$ cat src/verilog/qbp_pkg.sv
// Constants for the quasi-bidirectional port pair.
// Assumes one core clock at 20 MHz and a machine cycle of four clocks.
`default_nettype none
package qbp_pkg;
    localparam int PORT_W = 8;
    localparam logic [7:0] LATCH_RST = 8'hff;
    localparam int CLK_MHZ = 20;
    localparam int MCYC_CLKS = 4;
    localparam int MCYC_NS = 200;
    // Strong high drive lasts one machine cycle
    localparam int KICK_CYC = ((MCYC_NS * CLK_MHZ) + 999) / 1000;
    localparam int KICK_W = 3;
    // Alternate function bit positions on the multi-function port
    localparam int ALT_RXD = 0;
    localparam int ALT_TXD = 1;
    localparam int ALT_INT0 = 2;
    localparam int ALT_INT1 = 3;
    localparam int ALT_T0 = 4;
    localparam int ALT_T1 = 5;
    localparam int ALT_WR = 6;
    localparam int ALT_RD = 7;
    localparam int IRQ5_BIT = 7;
endpackage : qbp_pkg
`default_nettype wire

$ cat src/verilog/quasi_bidir_port_pair.sv
// Two quasi-bidirectional 8-bit ports: upper address port and multi-function port.
// Assumes the core writes latches with one-cycle strobes on core_clk and that
// pad cells resolve strong_lo/strong_hi/weak_hi into a pin level.
`default_nettype none
module quasi_bidir_port_pair
    import qbp_pkg::*;
(
    // Clock and reset
    input wire logic core_clk,
    input wire logic reset,
    // Latch writes from the core
    input wire logic up_wr,
    input wire logic [PORT_W-1:0] up_wdata,
    input wire logic mf_wr,
    input wire logic [PORT_W-1:0] mf_wdata,
    // External bus address high byte
    input wire logic ext_bus_active,
    input wire logic ext_bus_fetch,
    input wire logic [PORT_W-1:0] ext_addr_hi,
    // Alternate function outputs, one enable per bit
    input wire logic [PORT_W-1:0] mf_alt_en,
    input wire logic [PORT_W-1:0] mf_alt_out,
    // Upper address port pins
    input wire logic [PORT_W-1:0] upper_address_port_pins_in,
    output logic [PORT_W-1:0] up_strong_lo,
    output logic [PORT_W-1:0] up_strong_hi,
    output logic [PORT_W-1:0] up_weak_hi,
    // Multi-function port pins
    input wire logic [PORT_W-1:0] multi_function_port_pins_in,
    output logic [PORT_W-1:0] mf_strong_lo,
    output logic [PORT_W-1:0] mf_strong_hi,
    output logic [PORT_W-1:0] mf_weak_hi,
    // Port 1 bit 7 pin
    input wire logic port1_bit7_pin,
    // Values seen by the core
    output logic [PORT_W-1:0] up_latch_r,
    output logic [PORT_W-1:0] mf_latch_r,
    output logic [PORT_W-1:0] up_pins_r,
    output logic [PORT_W-1:0] mf_pins_r,
    output logic [PORT_W-1:0] mf_alt_in_r,
    output logic ext_addr_fetch_r,
    output logic ext_irq5_input
);
    logic [PORT_W-1:0] up_s1_r;
    logic [PORT_W-1:0] mf_s1_r;
    logic irq_s1_r;
    logic irq_s2_r;
    logic irq_prev_r;
    logic [PORT_W-1:0] up_eff;
    logic [PORT_W-1:0] mf_eff;

    // Latches, reset to all ones
    always_ff @(posedge core_clk) begin
        if (reset) begin
            up_latch_r <= LATCH_RST;
            mf_latch_r <= LATCH_RST;
        end else begin
            if (up_wr) begin
                up_latch_r <= up_wdata;
            end
            if (mf_wr) begin
                mf_latch_r <= mf_wdata;
            end
        end
    end

    // Bus cycles take the upper port over regardless of the latch
    assign up_eff = ext_bus_active ? ext_addr_hi : up_latch_r;
    // Alternate output ANDed with latch, so a zero latch still pulls low
    assign mf_eff = mf_latch_r & ((mf_alt_out & mf_alt_en) | ~mf_alt_en);

    // Fetch or data cycle marker for the bus
    always_ff @(posedge core_clk) begin
        if (reset) begin
            ext_addr_fetch_r <= 1'b0;
        end else begin
            ext_addr_fetch_r <= ext_bus_active && ext_bus_fetch;
        end
    end

    // Per-pin drivers
    for (genvar i = 0; i < PORT_W; i++) begin : g_pin
        qbp_pin u_up (
            .core_clk(core_clk),
            .reset(reset),
            .out_bit(up_eff[i]),
            .strong_lo(up_strong_lo[i]),
            .strong_hi(up_strong_hi[i]),
            .weak_hi(up_weak_hi[i])
        );
        qbp_pin u_mf (
            .core_clk(core_clk),
            .reset(reset),
            .out_bit(mf_eff[i]),
            .strong_lo(mf_strong_lo[i]),
            .strong_hi(mf_strong_hi[i]),
            .weak_hi(mf_weak_hi[i])
        );
    end

    // Pin synchronisers; read path works in any latch state
    always_ff @(posedge core_clk) begin
        if (reset) begin
            up_s1_r <= LATCH_RST;
            up_pins_r <= LATCH_RST;
            mf_s1_r <= LATCH_RST;
            mf_pins_r <= LATCH_RST;
        end else begin
            up_s1_r <= upper_address_port_pins_in;
            up_pins_r <= up_s1_r;
            mf_s1_r <= multi_function_port_pins_in;
            mf_pins_r <= mf_s1_r;
        end
    end

    // Alternate inputs seen only where the function is enabled
    always_ff @(posedge core_clk) begin
        if (reset) begin
            mf_alt_in_r <= LATCH_RST;
        end else begin
            mf_alt_in_r <= mf_pins_r | ~mf_alt_en;
        end
    end

    // Interrupt 5 pin synchroniser and fall detect
    always_ff @(posedge core_clk) begin
        if (reset) begin
            irq_s1_r <= 1'b1;
            irq_s2_r <= 1'b1;
            irq_prev_r <= 1'b1;
            ext_irq5_input <= 1'b0;
        end else begin
            irq_s1_r <= port1_bit7_pin;
            irq_s2_r <= irq_s1_r;
            irq_prev_r <= irq_s2_r;
            ext_irq5_input <= irq_prev_r && !irq_s2_r;
        end
    end
endmodule : quasi_bidir_port_pair
`default_nettype wire

$ cat src/verilog/qbp_pin.sv
// One quasi-bidirectional pin: weak pullup, strong pulldown, one-shot high kick.
// Assumes the effective output bit comes from logic on the same clock.
`default_nettype none
module qbp_pin
    import qbp_pkg::*;
(
    // Clock and reset
    input wire logic core_clk,
    input wire logic reset,
    // Effective output level
    input wire logic out_bit,
    // Pin drive
    output logic strong_lo,
    output logic strong_hi,
    output logic weak_hi
);
    logic prev_r;
    logic [KICK_W-1:0] kick_r;

    // Previous output value, reset high
    always_ff @(posedge core_clk) begin
        if (reset) begin
            prev_r <= 1'b1;
        end else begin
            prev_r <= out_bit;
        end
    end

    // Kick timer starts on a rise after zero
    always_ff @(posedge core_clk) begin
        if (reset) begin
            kick_r <= '0;
        end else if (!out_bit) begin
            kick_r <= '0; // Kick cut short by a new zero
        end else if (!prev_r) begin
            kick_r <= KICK_W'(KICK_CYC);
        end else if (kick_r != '0) begin
            kick_r <= kick_r - 1'b1;
        end
    end

    // Drives registered so pins switch cleanly
    always_ff @(posedge core_clk) begin
        if (reset) begin
            strong_lo <= 1'b0;
            strong_hi <= 1'b0;
            weak_hi <= 1'b1;
        end else begin
            strong_lo <= !out_bit;
            strong_hi <= out_bit && (!prev_r || (kick_r > KICK_W'(1)));
            weak_hi <= out_bit;
        end
    end
endmodule : qbp_pin
`default_nettype wire

$ cat config.mk
export PLATFORM = sky130hd
export DESIGN_NAME = quasi_bidir_port_pair
export DESIGN_NICKNAME = d
export VERILOG_FILES = /design/src/verilog/qbp_pkg.sv /design/src/verilog/quasi_bidir_port_pair.sv /design/src/verilog/qbp_pin.sv
export SDC_FILE = /design/constraint.sdc
export NUM_CORES = 1
export LEC_CHECK = 0
export BUFFER_PORTS_ARGS = -buffer_cell sky130_fd_sc_hd__clkbuf_2
export CAP_MARGIN = 10
export CORE_MARGIN = 2
export CORE_UTILIZATION = 48
export DETAILED_ROUTE_END_ITERATION = 16
export HOLD_SLACK_MARGIN = 0.15
export PLACE_DENSITY = 0.76
export SYNTH_ARGS = -nofsm -noshare
export SYNTH_HDL_FRONTEND = slang
export SYNTH_HIERARCHICAL = 1
export SYNTH_SLANG_ARGS = --single-unit
export TNS_END_PERCENT = 50
$ cat constraint.sdc
create_clock -name core_clk -period 1.09 [get_ports core_clk]
set_input_delay 0.109 -clock core_clk [delete_from_list [all_inputs] [get_ports core_clk]]
set_output_delay 0.109 -clock core_clk [all_outputs]
set_load 0.01 [all_outputs]
## After elaboration in Yosys (flattened, before gate mapping)

Index checks and enable logic that the tools add are counted.

- Register bits after elaboration: 157
- Latch bits: 0
- Memory bits (writable): 0
- Bits in read-only memories: 0
- Input bits: 63
- Output and inout bits: 90
- Logic and storage cells: 325
- Memories kept: 0

- Add/subtract/negate cells: 16
- Multiply operators: 0
- Div/mod/pow operators: 0
- Magnitude comparators: 16
- Eq/ne operators: 16
- Shift-type cells: 0
- Mux-type cells: 33
- Bitwise gates (word level): 37
- Reductions and logical operators: 115

Operator list:

| cell | count |
|---|---|
| 2-to-1 mux 3 bit | 32 |
| greater-than comparator 3 x 1 -> 1 bit, second input constant | 16 |
| nonzero test 3 bit | 16 |
| OR reduction 3 bit | 16 |
| subtractor 3 x 1 -> 3 bit, second input constant | 16 |
| zero test 1 bit | 33 |
| != test 2 bit, second input constant | 16 |
| NOT 1 bit | 32 |
| OR reduction 2 bit | 16 |
| logical AND 1 bit | 18 |
| bitwise AND 8 bit | 2 |
| logical OR 1 bit | 16 |
| bitwise OR 8 bit | 2 |
| 2-to-1 mux 8 bit | 1 |
| NOT 8 bit | 1 |

## Longest topological paths before layout

- Depth after elaboration: 5
- Gate-level depth with buffers: 5
- Gate-level depth less buffers: 5

## Hierarchy

Netlist, hierarchy kept.

By module, submodules not included:

| module | times used | cells an instance | area an instance (µm²) | seq. area each (µm²) |
|---|---|---|---|---|
| qbp_pin | 16 | 26 | 255.2 | 120.1 |
| quasi_bidir_port_pair | 1 | 174 | 2023.2 | 1221.2 |

## Least setup slack after synthesis

No wires, ideal clock.

- Kind: input to register
- From: input port ext_bus_active
- To: register g_pin[0].u_up.weak_hi
- Library setup time: 0.127 ns
- Arrival: 0.935 ns
- Required time: 0.963 ns
- Setup slack: 0.028 ns
- Stages: 3
- Path buffers: 1
- Cells stage by stage: buf_2 mux2_2 or2_2

- Cells in the longest elaborated chain, start to end: 1

RTL lines:

| item | line | RTL |
|---|---|---|
| from (decl) | quasi_bidir_port_pair.sv:17 | `input wire logic ext_bus_active,` |
| 2-to-1 mux 8 bit | quasi_bidir_port_pair.sv:68 | `assign up_eff = ext_bus_active ? ext_addr_hi : up_latch_r;` |
| net up_eff[0] | quasi_bidir_port_pair.sv:49 | `logic [PORT_W-1:0] up_eff;` |
| to (signal assigned) | qbp_pin.sv:51 | `weak_hi <= out_bit;` |
| to (decl) | qbp_pin.sv:15 | `output logic weak_hi` |

The timed path passes the listed nets, and every way through them passes these cells.
A chain may end at the register's enable or synchronous reset.

## Worst setup path after layout

- From: input port ext_bus_fetch
- To: register ext_addr_fetch_r

- Cells in the longest elaborated chain, start to end: 1

RTL lines:

| item | line | RTL |
|---|---|---|
| from (decl) | quasi_bidir_port_pair.sv:18 | `input wire logic ext_bus_fetch,` |
| logical AND 1 bit | quasi_bidir_port_pair.sv:77 | `ext_addr_fetch_r <= ext_bus_active && ext_bus_fetch;` |
| to (signal assigned) | quasi_bidir_port_pair.sv:77 |  |
| to (decl) | quasi_bidir_port_pair.sv:41 | `output logic ext_addr_fetch_r,` |

Every way passes these cells.

==> impl_metrics.py <==
metrics = {
    "outcome": {
        "status": "finished with violations",
        "violations": "negative setup slack",
    },
    "min_path": {
        "hp-start": "mf_alt_out[5]",
        "holdPathStages": 6,
        "worstHoldEndpoint": "g_pin[5].u_mf/kick_r[2]$_SDFFE_PP0P_",
        "hold_class": "in2reg",
    },
    "clock_tree": {
        "cts_sinks": 157,
        "clk_pin_slew_ns": 0.06,
        "cts_max_level": 4,
        "cts_tree": "yes",
        "root_buffer": "clkbuf_16",
        "cts_buffers": 17,
        "insertion_delay_ns": 0.43,
        "clk_path_buf_depth": 2,
    },
    "worst_setup_path": {
        "r2r_slack_ns": 0.01,
        "rr_startpoint": "g_pin[3].u_mf/kick_r[1]$_SDFFE_PP0P_",
        "cp-end-kind": "flip-flop",
        "crit_chain": "dlygate4sd3_1 -> clkbuf_2 -> nand2_1 -> dlygate4sd3_1 -> nor2_1",
        "reg2reg_to": "g_pin[3].u_mf/kick_r[2]$_SDFFE_PP0P_",
        "required_ns": 1.45,
        "cpPeakStageDelay_ns": 0.56,
        "crit_arrival_ns": 1.46,
        "path_class": "in2reg",
        "crit_path_max_fanout": 1,
        "reg2regPathDepth": 4,
        "cp-start-kind": "input pin",
        "critPathTopFamily": "buffers and inverters",
        "cpMostUsedCell": "dlygate4sd3_1",
        "path_buf_inv": 3,
        "crit_slowest_cell": "dlygate4sd3_1",
    },
    "global_route": {
        "overflow": 0,
        "antenna_found_initial": 0,
        "grt_pass1_wl_um": 21500,
        "grt_pass1_vias": 4843,
        "grt_max_degree": 58,
        "grtUsageTotal_pct": 20.3,
    },
    "synthesis": {
        "yosys-top-cells-area": "dfxtp_1, ha_1, or2_2, inv_1, nand2b_1",
        "ys_types": 26,
        "synth_top_cell_area_share_pct": 51.5,
        "yosysSeqAreaShare_pct": 51.5,
        "syn_nets": 701,
        "netlist_area_mm2": 0.00611,
        "synth_top_cell_by_area": "dfxtp_1",
        "ys_warn_count": 6,
        "synth-seq-cells": 157,
        "syn_avg_cell_area_um2": 10.4,
        "netlist_instances": 590,
    },
    "drt": {
        "drt-total-wl_um": 14100,
        "wl_per_cell_um": 13.7,
        "drt_iter0_drc": 209,
        "vias": 4833,
        "via_per_inst": 4.70,
        "ant_nets": 0,
        "drtPass1Iterations": 4,
        "drc": 0,
    },
    "layout": {
        "final_nets": 954,
        "nFillCells": 896,
        "fin_cells": 1028,
        "utilization_pct": 70.7,
        "antenna_cells": 0,
        "regArea_mm2": 0.00321,
        "layout-drive-gt1-share_pct": 45.2,
        "multiInputGateArea_mm2": 0.00295,
        "syn_to_final_growth_pct": 45.0,
    },
    "placed_design": {
        "hpwl_um": 8890,
        "placed_cells": 935,
        "place_ws_ns": -0.0759,
        "port-buffer-count": 152,
        "place_congestion": 0.791,
    },
    "timing": {
        "finalMaxSlewViolations": 0,
        "tightest_slew_ns": 0.345,
        "skew_ns": 0.00509,
        "fmax_ghz": 0.910,
        "setup_violations": 1,
        "slew_headroom_pct": 77.0,
        "holdWs_ns": 0.172,
        "hold_viol_final": 0,
        "post-route-period-util_pct": 101,
        "setup_slack_ns": -0.00892,
        "period_minus_slack_ns": 1.10,
        "rsz0062_at_grt": "true",
    },
    "power": {
        "power_frac_comb_pct": 19.2,
        "clockPowerShare_pct": 37.5,
        "p_sw_share_pct": 26.1,
        "vdd_drop_max_uv": 923,
        "p_leak_uw": 0.00398,
        "intPower_uw": 11000,
        "power.density_mw_per_mm2": 1680,
        "p_seq_share_pct": 43.4,
        "power.switching_uw": 3880,
        "fin_total_pwr_uw": 14900,
    },
    "floorplanning": {
        "io_pins": 153,
        "dieWidth_um": 117,
        "core-area_mm2": 0.0125,
        "fp-row-count": 41,
        "die_area_mm2": 0.0136,
        "start_util_pct": 48.8,
        "die_h_um": 117,
    },
    "flow_run": {
        "cap_violations": 0,
    },
}
==> worst min-delay path: cells and delay by family <==
family                 cells  cell delay (ns)
AND/OR/NAND/NOR            1             0.08
buffers and inverters      3             0.26
AO/OA/AOI/OAI              2             0.09
==> routing by layer <==
| metal | global-route usage [%] | up-vias | routed length [um] |
|---|---|---|---|
| met4 | 11.4 | 0 | 415 |
| met1 | 22.0 | 2252 | 5550 |
| met2 | 36.2 | 116 | 7580 |
| met3 | 5.25 | 35 | 543 |
| li1 | - | 2430 | - |
| met5 | 0 | - | 0 |
==> area by class of cell <==
cell class | instances | share of cell area [%]
Clock inverter | 10 | 1.02
Timing Repair Buffer | 243 | 18.6
Tap cell | 172 | 2.43
Inverter | 73 | 3.09
Multi-Input combinational cell | 351 | 33.3
Clock buffer | 22 | 5.36
Sequential cell | 157 | 36.2
==> registers in the layout (all words and copies together), names as in the netlist <==
register	flops
ext_addr_fetch_r	1
ext_irq5_input	1
g_pin.u_mf/kick_r	24
g_pin.u_mf/strong_hi	8
g_pin.u_mf/strong_lo	8
g_pin.u_mf/weak_hi	8
g_pin.u_up/kick_r	24
g_pin.u_up/strong_hi	8
g_pin.u_up/strong_lo	8
g_pin.u_up/weak_hi	8
irq_prev_r	1
irq_s1_r	1
irq_s2_r	1
mf_alt_in_r	8
mf_latch_r	8
mf_pins_r	8
mf_s1_r	8
up_latch_r	8
up_pins_r	8
up_s1_r	8
==> synth_stat cells <==
library cell / n
nor2_1: 51
a21oi_1: 16
xnor2_1: 16
a31oi_1: 16
buf_2: 3
or2_2: 50
or3b_1: 7
a211o_1: 4
clkbuf_1: 3
mux2i_1: 16
or2_1: 1
dfxtp_1: 157
inv_1: 73
a21boi_0: 8
clkbuf_2: 1
o21bai_1: 16
a211o_2: 12
buf_6: 2
mux2_2: 8
ha_1: 48
nand3b_1: 16
nor2b_1: 12
nand2b_1: 32
nand2_1: 2
nor2b_2: 4
a211oi_1: 16
==> timing repair <==
action                                  in CTS  in global routing
setup buffers                                1                  2
hold endpoints to repair                    93                  0
endpoints found under the setup margin      30                 60
gates resized for setup                     40                 85
hold buffers                                61                  0
pin swaps                                    6                 24
==> worst max path at each step <==
stage / end / from / cells after the start
after floorplan: g_pin[0].u_up/weak_hi$_SDFF_PP1_ / ext_bus_active / 3
after global placement: g_pin[4].u_up/weak_hi$_SDFF_PP1_ / ext_bus_active / 3
after detailed placement: g_pin[2].u_up/weak_hi$_SDFF_PP1_ / ext_bus_active / 3
after CTS: mf_latch_r[7] / mf_latch_r[7]$_SDFFE_PP1P_ / 2
after global routing: g_pin[7].u_up/kick_r[1]$_SDFFE_PP0P_ / up_latch_r[7]$_SDFFE_PP1P_ / 4
final: ext_addr_fetch_r$_SDFF_PP0_ / ext_bus_fetch / 5
==> through the flow <==
step / cell area (um2) / TNS, ns
6_report: 8850 / -0.00892
5_1_grt: 8850 / -0.232
4_1_cts: 8520 / -0.0664
3_5_place_dp: 7280 / -1.97
3_3_place_gp: 7280 / -2.30
2_1_floorplan: 6110 / 0
==> power groups by stage <==
stage | clock network [uW] | registers [uW] | logic, uW
3_5_place_dp | 0 | 6520 | 2220
4_1_cts | 5710 | 6420 | 2440
2_1_floorplan | 0 | 6600 | 1340
6_report | 5570 | 6440 | 2850
5_1_grt | 5930 | 6490 | 3140
3_3_place_gp | 0 | 6500 | 2110
==> logic make-up (layout without fill, tap and decap cells) <==
logic type | Yosys count | after routing | synth area share, %
compound gates | 88 | 88 | 10.4
buf+inv | 82 | 348 | 5.37
simple gates | 175 | 175 | 16.5
fa+ha+maj | 48 | 48 | 9.83
flops | 157 | 157 | 51.5
mux | 24 | 24 | 4.10
xor+xnor | 16 | 16 | 2.29
==> cells in the final DEF (no fill, tap or decap), types with 2 or more instances in the layout <==
cell / Yosys / final
nor2_1: 51 / 49
dlygate4sd3_1: 0 / 61
or2_2: 50 / 50
clkbuf_2: 1 / 148
a211o_2: 12 / 12
clkbuf_16: 0 / 17
inv_2: 0 / 4
or3b_1: 7 / 7
nor2_2: 0 / 2
a211oi_1: 16 / 8
o21bai_1: 16 / 16
xnor2_2: 0 / 5
nand2_1: 2 / 2
xnor2_1: 16 / 11
buf_12: 0 / 2
a21oi_1: 16 / 16
mux2_2: 8 / 8
ha_1: 48 / 33
dfxtp_2: 0 / 47
a21boi_2: 0 / 6
nand2b_4: 0 / 12
nor2b_2: 4 / 4
nand2b_1: 32 / 20
clkinv_2: 0 / 3
buf_4: 0 / 28
nor2b_1: 12 / 12
inv_1: 73 / 69
dfxtp_1: 157 / 109
a211o_1: 4 / 4
ha_4: 0 / 7
clkbuf_1: 3 / 2
a211oi_2: 0 / 8
a31oi_1: 16 / 16
ha_2: 0 / 8
mux2i_1: 16 / 16
clkbuf_8: 0 / 5
nand3b_1: 16 / 16
clkinvlp_4: 0 / 6
No activity file was read; power rests on OpenSTA's default activity.
